$ cat src/logic/tst_pkg.sv
// shared constants, types and helpers of the timer slave trigger front end
package tst_pkg;

	// ----------------------------------------------------------------
	// register map and layout
	// ----------------------------------------------------------------
	localparam logic [7:0] CTRL_OFS = 8'h00;
	localparam logic [7:0] MODE_OFS = 8'h08;
	localparam logic [7:0] STAT_OFS = 8'h10;
	localparam int RUN_BIT_POS = 0;
	localparam int FLAG_BIT_POS = 6;
	localparam int LEVEL_BIT_POS = 8;
	localparam logic [15:0] MODE_RESET = 16'h0000;
	localparam logic RUN_RESET = 1'b0;
	localparam logic FLAG_RESET = 1'b0;
	localparam logic [31:0] RDATA_RESET = 32'h0000_0000;

	// ----------------------------------------------------------------
	// types
	// ----------------------------------------------------------------
	typedef enum logic [2:0] {
		SM_DISABLED = 3'h0,
		SM_RSV1 = 3'h1,
		SM_RSV2 = 3'h2,
		SM_RSV3 = 3'h3,
		SM_RESET = 3'h4,
		SM_GATED = 3'h5,
		SM_TRIGGER = 3'h6,
		SM_EXTCLK = 3'h7
	} tst_mode_type;

	typedef enum logic [2:0] {
		SRC_INT0 = 3'h0,
		SRC_INT1 = 3'h1,
		SRC_INT2 = 3'h2,
		SRC_INT3 = 3'h3,
		SRC_CH1_EDGE = 3'h4,
		SRC_CH1_FILT = 3'h5,
		SRC_CH2_FILT = 3'h6,
		SRC_EXT_FILT = 3'h7
	} tst_src_type;

	// gray order along idle -> write -> read wait -> read data
	typedef enum logic [1:0] {
		BUS_IDLE = 2'b00,
		BUS_WRITE = 2'b01,
		BUS_RWAIT = 2'b11,
		BUS_RDATA = 2'b10
	} tst_bus_type;

	typedef struct packed {
		logic ext_trig_polarity;
		logic ext_clk2_rsvd;
		logic [1:0] ext_trig_divider_sel;
		logic [3:0] ext_trig_filter_sel;
		logic sync_delay_enable;
		logic [2:0] trigger_source_sel;
		logic rsvd;
		logic [2:0] follower_mode_sel;
	} tst_mode_reg_type;

	typedef struct packed {
		logic level;
		logic rise;
		logic fall;
	} tst_evt_type;

	// ----------------------------------------------------------------
	// filter decoding
	// ----------------------------------------------------------------
	function automatic logic [3:0] filt_len(input logic [3:0] code);
		case (code)
			4'h0: filt_len = 4'h1;
			4'h1: filt_len = 4'h2;
			4'h2: filt_len = 4'h4;
			4'h3, 4'h5, 4'h7, 4'h9, 4'hc, 4'hf: filt_len = 4'h8;
			4'ha, 4'hd: filt_len = 4'h5;
			default: filt_len = 4'h6;
		endcase
	endfunction : filt_len

	// mask on the free running divider: tick when masked bits are zero
	function automatic logic [4:0] filt_mask(input logic [3:0] code);
		case (code)
			4'h4, 4'h5: filt_mask = 5'h01;
			4'h6, 4'h7: filt_mask = 5'h03;
			4'h8, 4'h9: filt_mask = 5'h07;
			4'ha, 4'hb, 4'hc: filt_mask = 5'h0f;
			4'hd, 4'he, 4'hf: filt_mask = 5'h1f;
			default: filt_mask = 5'h00;
		endcase
	endfunction : filt_mask

endpackage : tst_pkg

$ cat src/logic/tst_trigger_ctrl.sv
// slave-mode trigger control of a general-purpose timer, with AHB-Lite registers
//
// Overview of operation
// RQ1 - external trigger after division must stay at or below a quarter of timer clock.
// RQ2 - external trigger is divided by 1, 2, 4 or 8 per the divider field.
// RQ3 - filter is an event counter validating output after N consecutive samples.
// RQ4 - filter code 0 is unfiltered; codes 1..3 sample every clock, N 2, 4, 8.
// RQ5 - codes 4..9 sample at base clock /2, /4, /8, N 6 or 8.
// RQ6 - codes 10..12 sample /16, 13..15 /32, N 5, 6, 8.
// RQ7 - sync delay bit holds trigger events back one cycle for timer alignment.
// RQ8 - source field picks internal triggers 0..3, ch1 edge, ch1, ch2, external.
// RQ9 - software changes trigger source only while follower mode is disabled.
// RQ10 - mode 0 with run bit counts on the kernel clock; modes 1..3 reserved.
// RQ11 - reset mode: trigger rising edge reinitialises counter and updates shadows.
// RQ12 - gated mode: counter counts only while trigger is high, holds otherwise.
// RQ13 - trigger mode: rising edge starts the counter without resetting it.
// RQ14 - external clock mode 1: each trigger rising edge advances the counter.
// RQ15 - software never uses gated mode with the ch1 edge pulse source.
// RQ16 - external inputs set the active edge through their own selected polarity.
// RQ17 - trigger mode sets run bit by hardware; gated and clock modes need it set.
// RQ18 - event flag sets on active edge, or any edge in gated mode; software clears.
// RQ19 - external polarity 0 means high/rising active, 1 means low/falling active.
// RQ20 - filter count restarts on disagreement; output changes after N agreeing samples.
`timescale 1ns/1ps
module tst_trigger_ctrl (
	// clock and reset
	input wire logic clk,
	input wire logic rst_n,
	// ahb-lite slave
	input wire logic hsel,
	input wire logic [31:0] haddr,
	input wire logic [1:0] htrans,
	input wire logic hwrite,
	input wire logic [2:0] hsize,
	input wire logic [31:0] hwdata,
	input wire logic hready,
	output logic [31:0] hrdata,
	output logic hreadyout,
	output logic hresp,
	// trigger sources
	input wire logic ext_trig_pin,
	input wire logic internal_trigger_0,
	input wire logic internal_trigger_1,
	input wire logic internal_trigger_2,
	input wire logic internal_trigger_3,
	input wire logic ch1_edge_pulse,
	input wire logic ch1_filtered_input,
	input wire logic ch2_filtered_input,
	// counter core controls
	output logic counter_tick,
	output logic counter_reinit,
	output logic counter_run_bit,
	output logic trigger_event_flag
);

	// ----------------------------------------------------------------
	// bus slave
	// ----------------------------------------------------------------
	tst_pkg::tst_bus_type bus_ff, nxt_bus;
	logic [7:0] addr_ff, nxt_addr;
	logic [31:0] rdata_ff, nxt_rdata;
	logic ready_ff, nxt_ready;
	logic take;
	logic wr_now;
	logic [31:0] rd_mux;

	tst_pkg::tst_mode_reg_type mode_ff, nxt_mode;
	logic run_ff, nxt_run;
	logic flag_ff, nxt_flag;
	tst_pkg::tst_evt_type eff_ff, nxt_eff;

	// size is not checked: only whole-word transfers are expected
	always_comb begin
		take = hsel && htrans[1] && hready;
		wr_now = bus_ff == tst_pkg::BUS_WRITE;
		nxt_bus = bus_ff;
		nxt_addr = addr_ff;
		nxt_rdata = rdata_ff;
		rd_mux = 32'h0000_0000;
		if (addr_ff == tst_pkg::CTRL_OFS) begin
			rd_mux[tst_pkg::RUN_BIT_POS] = run_ff;
		end else if (addr_ff == tst_pkg::MODE_OFS) begin
			rd_mux[15:0] = mode_ff;
		end else if (addr_ff == tst_pkg::STAT_OFS) begin
			rd_mux[tst_pkg::FLAG_BIT_POS] = flag_ff;
			rd_mux[tst_pkg::LEVEL_BIT_POS] = eff_ff.level;
		end
		case (bus_ff)
			tst_pkg::BUS_RWAIT: begin
				nxt_rdata = rd_mux;
				nxt_bus = tst_pkg::BUS_RDATA;
			end
			default: begin
				if (take) begin
					nxt_addr = haddr[7:0];
					nxt_bus = hwrite ? tst_pkg::BUS_WRITE : tst_pkg::BUS_RWAIT;
				end else begin
					nxt_bus = tst_pkg::BUS_IDLE;
				end
			end
		endcase
		// one wait state on reads so a write just ahead is already visible
		nxt_ready = nxt_bus != tst_pkg::BUS_RWAIT;
	end

	always_ff @(posedge clk or negedge rst_n) begin
		if (!rst_n) begin
			bus_ff <= tst_pkg::BUS_IDLE;
			addr_ff <= 8'h00;
			rdata_ff <= tst_pkg::RDATA_RESET;
			ready_ff <= 1'b1;
		end else begin
			bus_ff <= nxt_bus;
			addr_ff <= nxt_addr;
			rdata_ff <= nxt_rdata;
			ready_ff <= nxt_ready;
		end
	end

	assign hrdata = rdata_ff;
	assign hreadyout = ready_ff;
	assign hresp = 1'b0;

	read_wait_a: assert property (@(posedge clk) disable iff (!rst_n)
		take && !hwrite |=> !ready_ff ##1 ready_ff)
		else $error("read did not answer after one wait state");

	// writes never stall: the data phase lands in the very next cycle
	write_ready_a: assert property (@(posedge clk) disable iff (!rst_n)
		take && hwrite |=> ready_ff)
		else $error("write data phase stalled");

	// ----------------------------------------------------------------
	// external trigger path
	// ----------------------------------------------------------------
	logic ext_pol;
	logic ext_trig_divided;
	logic ext_trig_filtered;

	assign ext_pol = ext_trig_pin ^ mode_ff.ext_trig_polarity; // [RQ19] [RQ16]

	tst_ext_prescaler u_prescaler (
		.clk(clk),
		.rst_n(rst_n),
		.divider_sel(mode_ff.ext_trig_divider_sel),
		.trig_in(ext_pol),
		.trig_out(ext_trig_divided)
	);

	tst_ext_filter u_filter (
		.clk(clk),
		.rst_n(rst_n),
		.filter_sel(mode_ff.ext_trig_filter_sel),
		.trig_in(ext_trig_divided),
		.trig_out(ext_trig_filtered)
	);

	// ----------------------------------------------------------------
	// source select, edge detect and sync delay
	// ----------------------------------------------------------------
	logic trigger_input;
	logic prev_ff, nxt_prev;
	tst_pkg::tst_evt_type now_evt, dly_ff, nxt_dly;

	// ch1 and ch2 inputs arrive with their channel polarity already applied
	always_comb begin
		case (tst_pkg::tst_src_type'(mode_ff.trigger_source_sel))
			tst_pkg::SRC_INT0: trigger_input = internal_trigger_0; // [RQ8]
			tst_pkg::SRC_INT1: trigger_input = internal_trigger_1;
			tst_pkg::SRC_INT2: trigger_input = internal_trigger_2;
			tst_pkg::SRC_INT3: trigger_input = internal_trigger_3;
			tst_pkg::SRC_CH1_EDGE: trigger_input = ch1_edge_pulse;
			tst_pkg::SRC_CH1_FILT: trigger_input = ch1_filtered_input; // [RQ16]
			tst_pkg::SRC_CH2_FILT: trigger_input = ch2_filtered_input; // [RQ16]
			default: trigger_input = ext_trig_filtered;
		endcase
		nxt_prev = trigger_input;
		now_evt.level = trigger_input;
		now_evt.rise = trigger_input && !prev_ff;
		now_evt.fall = !trigger_input && prev_ff;
		nxt_dly = now_evt;
		// extra stage lines this timer up with the slaves it drives
		nxt_eff = mode_ff.sync_delay_enable ? dly_ff : now_evt; // [RQ7]
	end

	always_ff @(posedge clk or negedge rst_n) begin
		if (!rst_n) begin
			prev_ff <= 1'b0;
			dly_ff <= '0;
			eff_ff <= '0;
		end else begin
			prev_ff <= nxt_prev;
			dly_ff <= nxt_dly;
			eff_ff <= nxt_eff;
		end
	end

	sync_delay_a: assert property (@(posedge clk) disable iff (!rst_n) // [RQ7]
		mode_ff.sync_delay_enable && $stable(mode_ff) ##1 mode_ff.sync_delay_enable && $stable(mode_ff)
		|-> eff_ff == $past(now_evt, 2))
		else $error("delayed trigger event misaligned");

	source_ext_a: assert property (@(posedge clk) disable iff (!rst_n) // [RQ8]
		mode_ff.trigger_source_sel == 3'h7 |-> trigger_input == ext_trig_filtered)
		else $error("external trigger not selected");

	// ----------------------------------------------------------------
	// registers and follower modes
	// ----------------------------------------------------------------
	tst_pkg::tst_mode_type mode_sel;
	logic tick_ff, nxt_tick;
	logic reinit_ff, nxt_reinit;
	logic flag_set;

	always_comb begin
		mode_sel = tst_pkg::tst_mode_type'(mode_ff.follower_mode_sel);
		nxt_mode = mode_ff;
		nxt_run = run_ff;
		nxt_flag = flag_ff;
		if (wr_now && addr_ff == tst_pkg::MODE_OFS) begin
			nxt_mode = hwdata[15:0];
			nxt_mode.ext_clk2_rsvd = 1'b0;
			nxt_mode.rsvd = 1'b0;
		end
		if (wr_now && addr_ff == tst_pkg::CTRL_OFS) begin
			nxt_run = hwdata[tst_pkg::RUN_BIT_POS];
		end
		if (wr_now && addr_ff == tst_pkg::STAT_OFS && !hwdata[tst_pkg::FLAG_BIT_POS]) begin
			nxt_flag = 1'b0; // [RQ18]
		end
		if (mode_sel == tst_pkg::SM_TRIGGER && eff_ff.rise) begin
			nxt_run = 1'b1; // [RQ13] [RQ17]
		end
		if (mode_sel == tst_pkg::SM_GATED) begin
			flag_set = eff_ff.rise || eff_ff.fall; // [RQ18]
		end else begin
			flag_set = eff_ff.rise; // [RQ18]
		end
		if (flag_set) begin
			nxt_flag = 1'b1;
		end
		nxt_reinit = mode_sel == tst_pkg::SM_RESET && eff_ff.rise; // [RQ11]
		case (mode_sel)
			tst_pkg::SM_GATED: nxt_tick = run_ff && eff_ff.level; // [RQ12] [RQ17]
			tst_pkg::SM_EXTCLK: nxt_tick = run_ff && eff_ff.rise; // [RQ14] [RQ17]
			default: nxt_tick = run_ff; // [RQ10]
		endcase
	end

	always_ff @(posedge clk or negedge rst_n) begin
		if (!rst_n) begin
			mode_ff <= tst_pkg::MODE_RESET;
			run_ff <= tst_pkg::RUN_RESET;
			flag_ff <= tst_pkg::FLAG_RESET;
			tick_ff <= 1'b0;
			reinit_ff <= 1'b0;
		end else begin
			mode_ff <= nxt_mode;
			run_ff <= nxt_run;
			flag_ff <= nxt_flag;
			tick_ff <= nxt_tick;
			reinit_ff <= nxt_reinit;
		end
	end

	assign counter_tick = tick_ff;
	assign counter_reinit = reinit_ff;
	assign counter_run_bit = run_ff;
	assign trigger_event_flag = flag_ff;

	hw_start_a: assert property (@(posedge clk) disable iff (!rst_n) // [RQ13]
		mode_sel == tst_pkg::SM_TRIGGER && eff_ff.rise |=> run_ff)
		else $error("trigger edge did not start counter");

	reinit_pulse_a: assert property (@(posedge clk) disable iff (!rst_n) // [RQ11]
		reinit_ff == $past(mode_sel == tst_pkg::SM_RESET && eff_ff.rise))
		else $error("reinit pulse wrong");

	gated_count_a: assert property (@(posedge clk) disable iff (!rst_n) // [RQ12]
		mode_sel == tst_pkg::SM_GATED |=> tick_ff == $past(run_ff && eff_ff.level))
		else $error("gated count does not follow level");

	ext_clock_a: assert property (@(posedge clk) disable iff (!rst_n) // [RQ14]
		mode_sel == tst_pkg::SM_EXTCLK && run_ff |=> tick_ff == $past(eff_ff.rise))
		else $error("external clock tick mismatch");

	internal_clk_a: assert property (@(posedge clk) disable iff (!rst_n) // [RQ10]
		mode_sel == tst_pkg::SM_DISABLED && run_ff |=> tick_ff)
		else $error("internal clock not counting");

	no_run_a: assert property (@(posedge clk) disable iff (!rst_n) // [RQ17]
		!run_ff |=> !tick_ff)
		else $error("counted without run bit");

	flag_set_a: assert property (@(posedge clk) disable iff (!rst_n) // [RQ18]
		flag_set |=> flag_ff)
		else $error("trigger flag not set");

	flag_hold_a: assert property (@(posedge clk) disable iff (!rst_n) // [RQ18]
		flag_ff && !wr_now |=> flag_ff)
		else $error("trigger flag dropped without clear");

	flag_clear_a: assert property (@(posedge clk) disable iff (!rst_n) // [RQ18]
		wr_now && addr_ff == tst_pkg::STAT_OFS && !hwdata[tst_pkg::FLAG_BIT_POS] && !flag_set |=> !flag_ff)
		else $error("trigger flag not cleared by software");

endmodule : tst_trigger_ctrl

$ cat src/logic/tst_ext_prescaler.sv
// edge-counting divider for the external trigger
`timescale 1ns/1ps
module tst_ext_prescaler (
	// clock and reset
	input wire logic clk,
	input wire logic rst_n,
	// control and data
	input wire logic [1:0] divider_sel,
	input wire logic trig_in,
	output logic trig_out
);

	logic prev_ff;
	logic out_ff;
	logic [1:0] cnt_ff;
	logic nxt_prev;
	logic nxt_out;
	logic [1:0] nxt_cnt;
	logic [1:0] half_m1;

	// ----------------------------------------------------------------
	// divide by 2, 4, 8: toggle after 1, 2, 4 rising edges
	// ----------------------------------------------------------------
	always_comb begin
		nxt_prev = trig_in;
		nxt_out = out_ff;
		nxt_cnt = cnt_ff;
		case (divider_sel)
			2'h1: half_m1 = 2'h0;
			2'h2: half_m1 = 2'h1;
			default: half_m1 = 2'h3;
		endcase
		if (divider_sel == 2'h0) begin
			nxt_out = trig_in; // [RQ2]
			nxt_cnt = 2'h0;
		end else if (trig_in && !prev_ff) begin
			if (cnt_ff >= half_m1) begin
				nxt_out = !out_ff; // [RQ2]
				nxt_cnt = 2'h0;
			end else begin
				nxt_cnt = cnt_ff + 2'h1;
			end
		end
	end

	always_ff @(posedge clk or negedge rst_n) begin
		if (!rst_n) begin
			prev_ff <= 1'b0;
			out_ff <= 1'b0;
			cnt_ff <= 2'h0;
		end else begin
			prev_ff <= nxt_prev;
			out_ff <= nxt_out;
			cnt_ff <= nxt_cnt;
		end
	end

	assign trig_out = out_ff;

	pass_through_a: assert property (@(posedge clk) disable iff (!rst_n) // [RQ2]
		divider_sel == 2'h0 |=> out_ff == $past(trig_in))
		else $error("undivided trigger does not follow input");

	div_two_a: assert property (@(posedge clk) disable iff (!rst_n) // [RQ2]
		(divider_sel == 2'h1 && trig_in && !prev_ff) ##1 divider_sel == 2'h1 |-> out_ff != $past(out_ff))
		else $error("divide by two missed a toggle");

endmodule : tst_ext_prescaler

$ cat src/logic/tst_ext_filter.sv
// sampled event-counter filter for the divided external trigger
`timescale 1ns/1ps
module tst_ext_filter (
	// clock and reset
	input wire logic clk,
	input wire logic rst_n,
	// control and data
	input wire logic [3:0] filter_sel,
	input wire logic trig_in,
	output logic trig_out
);

	logic [4:0] div_ff;
	logic [3:0] cnt_ff;
	logic out_ff;
	logic [4:0] nxt_div;
	logic [3:0] nxt_cnt;
	logic nxt_out;
	logic tick;
	logic [3:0] len;

	// ----------------------------------------------------------------
	// sample tick and agreement counter
	// ----------------------------------------------------------------
	// the base clock equals the kernel clock, so codes 0..3 sample every cycle
	always_comb begin
		len = tst_pkg::filt_len(filter_sel); // [RQ4] [RQ5] [RQ6]
		tick = (div_ff & tst_pkg::filt_mask(filter_sel)) == 5'h00; // [RQ5] [RQ6]
		nxt_div = div_ff + 5'h01;
		nxt_cnt = cnt_ff;
		nxt_out = out_ff;
		if (tick) begin
			if (trig_in == out_ff) begin
				nxt_cnt = 4'h0; // [RQ20]
			end else if (cnt_ff + 4'h1 >= len) begin
				nxt_out = trig_in; // [RQ3]
				nxt_cnt = 4'h0;
			end else begin
				nxt_cnt = cnt_ff + 4'h1; // [RQ3]
			end
		end
	end

	always_ff @(posedge clk or negedge rst_n) begin
		if (!rst_n) begin
			div_ff <= 5'h00;
			cnt_ff <= 4'h0;
			out_ff <= 1'b0;
		end else begin
			div_ff <= nxt_div;
			cnt_ff <= nxt_cnt;
			out_ff <= nxt_out;
		end
	end

	assign trig_out = out_ff;

	change_on_count_a: assert property (@(posedge clk) disable iff (!rst_n) // [RQ20]
		out_ff != $past(out_ff) |-> $past(tick) && $past(cnt_ff) + 4'h1 >= $past(len))
		else $error("filter output changed before enough samples");

	restart_count_a: assert property (@(posedge clk) disable iff (!rst_n) // [RQ20]
		tick && trig_in == out_ff |=> cnt_ff == 4'h0)
		else $error("filter counter not restarted");

endmodule : tst_ext_filter

$ cat config.mk
export PLATFORM = sky130hd
export DESIGN_NAME = tst_trigger_ctrl
export DESIGN_NICKNAME = d
export VERILOG_FILES = /design/src/logic/tst_pkg.sv /design/src/logic/tst_trigger_ctrl.sv /design/src/logic/tst_ext_prescaler.sv /design/src/logic/tst_ext_filter.sv
export SDC_FILE = /design/constraint.sdc
export NUM_CORES = 1
export LEC_CHECK = 0
export BUFFER_PORTS_ARGS = -buffer_cell sky130_fd_sc_hd__buf_2
export CORE_ASPECT_RATIO = 0.7
export CORE_MARGIN = 2
export CORE_UTILIZATION = 44
export CTS_BUF_LIST = sky130_fd_sc_hd__clkbuf_8
export DETAILED_ROUTE_END_ITERATION = 7
export PLACE_DENSITY = 0.87
export RECOVER_POWER = 50
export SYNTH_ARGS = -nofsm -noshare
export SYNTH_HDL_FRONTEND = slang
export SYNTH_SLANG_ARGS = --single-unit
$ cat constraint.sdc
create_clock -name clk -period 2.8 [get_ports clk]
set_clock_uncertainty 0.05 [all_clocks]
set_input_delay 0.14 -clock clk [delete_from_list [all_inputs] [get_ports clk]]
set_output_delay 0.14 -clock clk [all_outputs]
set_load 0.05 [all_outputs]
==> impl_metrics.yaml <==
power:
  power_density_nw_per_um2: 637
  leakage_nw: 1.89
  peakVddDrop_v: 0.000283
worst_setup_path:
  crit_arrival_ns: 2.82
  endpoint_kind: "flip-flop"
  crit_path_start_kind: "flip-flop"
  crit_type: "flip-flop to flip-flop"
  critPathRequiredTime_ns: 2.97
  path_max_fanout: 3
global_route:
  use_met3_pct: 5.54
  grt_usage_pct: 17.8
  grt.overflow.total: 0
  grt_pass1_vias: 2292
  grt_pass1_wl_um: 10700
  grt-busiest-layer: "met2"
  gr-usage-met1_pct: 21.5
  grt_antenna_before_repair: 0
  globalRouteMet2Util_pct: 30.9
  grt_start_max_net_pins: 64
cts:
  clk_pin_slew_ns: 0.07
  cts_root_buffer: "clkbuf_8"
  clk_latency_ns: 0.34
  clock_sinks: 63
  cts-buffers-inserted: 9
  cts_buffer_depth: 2
  cts_tree: "done"
  htreeDepth: 3
routing:
  drc_errors: 0
  wl_per_cell_um: 14.4
  postRouteAntennaNets: 0
  dr.pass1.iters: 4
  drt-initial-drc-count: 48
  viasPerCell: 5.02
  wl_um: 6520
  vias: 2269
logic_synthesis:
  yosys.area.top_type: "dfrtp_1"
  synth_area_per_cell_um2: 12.0
  synth-seq-cells: 63
  ys_async_sr_fraction_pct: 100
  syn_inst: 264
  synth-edff-count: 0
  syn-cell-area_um2: 3170
  synth_top_cell_area_share_pct: 48.9
  seq_area_frac_synth_pct: 49.7
  ys_top_cells_by_area: "dfrtp_1 (49%), ha_1 (5.9%), mux2_2 (5.7%)"
  ys.flop_type: "dfrtp_1"
  ys_types: 53
  yosysWarnings: 0
finish:
  fillers: 572
  stdcell_count: 452
  fin_nets: 450
  final_area_um2: 4000
  antennaDiodeCount: 0
  syn_to_final_growth_pct: 26.1
  drive_above_1_share_pct: 28.5
timing:
  slew_violations: 64
  tightestPinTransition_ns: 1.53
  maxSlewHeadroom_pct: -1.99
  fin_crit_ns: 2.65
  finalWorstSetupSlack_ns: 0.151
  fin_crit_sh_pct: 94.6
  hold_viol: 0
  fmax_mhz: 377
  setup_viol: 0
  setup_tns_ns: 0
floorplan:
  die_w_um: 106
  die_y_um: 75.1
  core-area_um2: 6880
  num_io_pins: 120
  initial_utilization_pct: 46.1
  die_area_um2: 7920
  num_rows: 25
hold_path:
  hp-class: "input port to flip-flop"
place:
  gp_congestion: 0.812
  dpl.hpwl_um: 4380
  placed_cells: 411
  io_buffer_count: 54
  dp_slack_ns: -0.0262
  placed_cell_area_um2: 3490
flow_run:
  max-cap-violations: 1
status:
  failed_checks: "capacitance limit, slew limit"
  run_status: "finished with violations"
-- worst paths after layout --
| check | start | endpoint | slack, ns | cells after the start |
|---|---|---|---|---|
| worst max-delay path | mode_ff[8]$_DFFE_PN0P_ | u_filter.cnt_ff[1]$_DFFE_PN0P_ | 0.15 | 10 |
| worst min-delay path | ext_trig_pin | u_prescaler.prev_ff$_DFF_PN0_ | 0.1 | 3 |
| worst max register to register | mode_ff[8]$_DFFE_PN0P_ | u_filter.cnt_ff[1]$_DFFE_PN0P_ | 0.15 | 10 |
| worst min register to register | u_filter.div_ff[4]$_DFF_PN0_ | u_filter.div_ff[4]$_DFF_PN0_ | 0.42 | 1 |
| max in group asynchronous | rst_n | bus_ff[0]$_DFF_PN0_ | 1.05 | 3 |
| min in group asynchronous | rst_n | mode_ff[10]$_DFFE_PN0P_ | 0.73 | 3 |
-- per-stage QoR --
step / hold WS, ns / util [%] / total power [mW]
3_3_place_gp: 0.297 / 50.7 / 1.49
2_1_floorplan: -0.206 / - / 1.40
4_1_cts: 0.0969 / 57.9 / 2.52
5_1_grt: 0.114 / 58.1 / 2.67
6_report: 0.0994 / 58.1 / 2.55
3_5_place_dp: 0.305 / 50.7 / 1.51
-- critical path: stages (launching register included) --
cell and delay (ns):
dfrtp_1 0.37, inv_1 0.07, buf_4 0.14, ha_1 0.30
o21ai_0 0.18, a21oi_1 0.11, ha_1 0.34, a2111oi_4 0.37
a21oi_2 0.08, buf_4 0.15, o41ai_1 0.36
-- cell usage after synthesis, types with 3 or more instances --
library cell	n
nor2_1	8
buf_4	20
ha_1	15
xnor2_1	4
clkbuf_1	4
a22o_1	13
inv_1	13
nand2b_1	5
nor2b_1	3
nand2_1	21
mux2_4	10
mux2i_1	4
a21oi_1	9
mux2_2	16
o21ai_0	11
dfrtp_1	62
nand3_1	4
-- registers in the layout (all words and copies together) (netlist names) --
| name | count |
|---|---|
| u_prescaler.trig_out | 1 |
| bus_ff | 2 |
| u_prescaler.cnt_ff | 2 |
| hreadyout | 1 |
| mode_ff | 11 |
| trigger_event_flag | 1 |
| eff_ff | 3 |
| counter_reinit | 1 |
| hrdata | 14 |
| counter_tick | 1 |
| dly_ff | 3 |
| counter_run_bit | 1 |
| u_prescaler.prev_ff | 1 |
| u_filter.div_ff | 5 |
| mode_sel | 3 |
| addr_ff | 8 |
| u_filter.trig_out | 1 |
| u_filter.cnt_ff | 4 |
-- logic make-up after synthesis --
logic type	after synthesis	synth area share, %
DFF	63	49.7
and+or+nand+nor	59	11.2
AOI/OAI and AO/OA	50	11.0
buffers and inverters	39	7.53
muxes	32	13.1
adders and majority gates	15	5.91
xor gates and xnor gates	5	1.38
other	1	0.118
-- metal layers --
layer,up-vias,wire (µm)
li1,1082,-
met1,1112,2950
met2,64,3180
met3,11,300
met4,0,92
met5,-,0
-- power breakdown --
group / internal [mW] / total, mW / switching, mW
logic: 0.237 / 0.514 / 0.277
clock network: 0.612 / 0.967 / 0.355
registers: 0.988 / 1.07 / 0.0807
total: 1.84 / 2.55 / 0.712
-- layout make-up --
class	count	area, µm²	share of cell area [%]
clock inverters	6	108	2.69
well taps	94	118	2.94
repair buffers	86	548	13.7
clock buffers	10	138	3.44
multi-input cells	180	1460	36.6
inverters	13	48.8	1.22
flip-flops and latches	63	1580	39.4
-- placed cells by master, fill, tap and decap left out, types with 2 or more instances in the layout --
cell type      synthesis  routed
nor2_1                 8       8
a21oi_1                9       8
a21oi_2                1       2
o31ai_1                2       2
nand3_1                4       4
nand2b_1               5       4
a22o_1                13      13
inv_1                 13      13
mux2_2                16      16
conb_1                 1      19
xnor2_1                4       4
a211oi_1               2       2
nand2_1               21      21
nor2b_1                3       3
clkinv_2               0       2
mux2_4                10      10
a211o_1                2       2
o21ai_0               11      10
mux2i_1                4       4
buf_4                 20       7
o41ai_1                2       2
clkbuf_8               0      10
clkbuf_1               4      16
buf_2                  1      38
nor4_2                 1       2
bufinv_16              0       3
mux4_2                 2       2
ha_1                  15      14
dlygate4sd3_1          0      24
dfrtp_1               62      62
-- repair_timing --
action,CTS,global route
gates resized for setup,2,7
pin swaps,0,1
endpoints found under the setup margin,1,5
hold buffers,24,0
setup buffers,1,0
endpoints found under the hold margin,86,0
(Power assumes the default switching activity.)
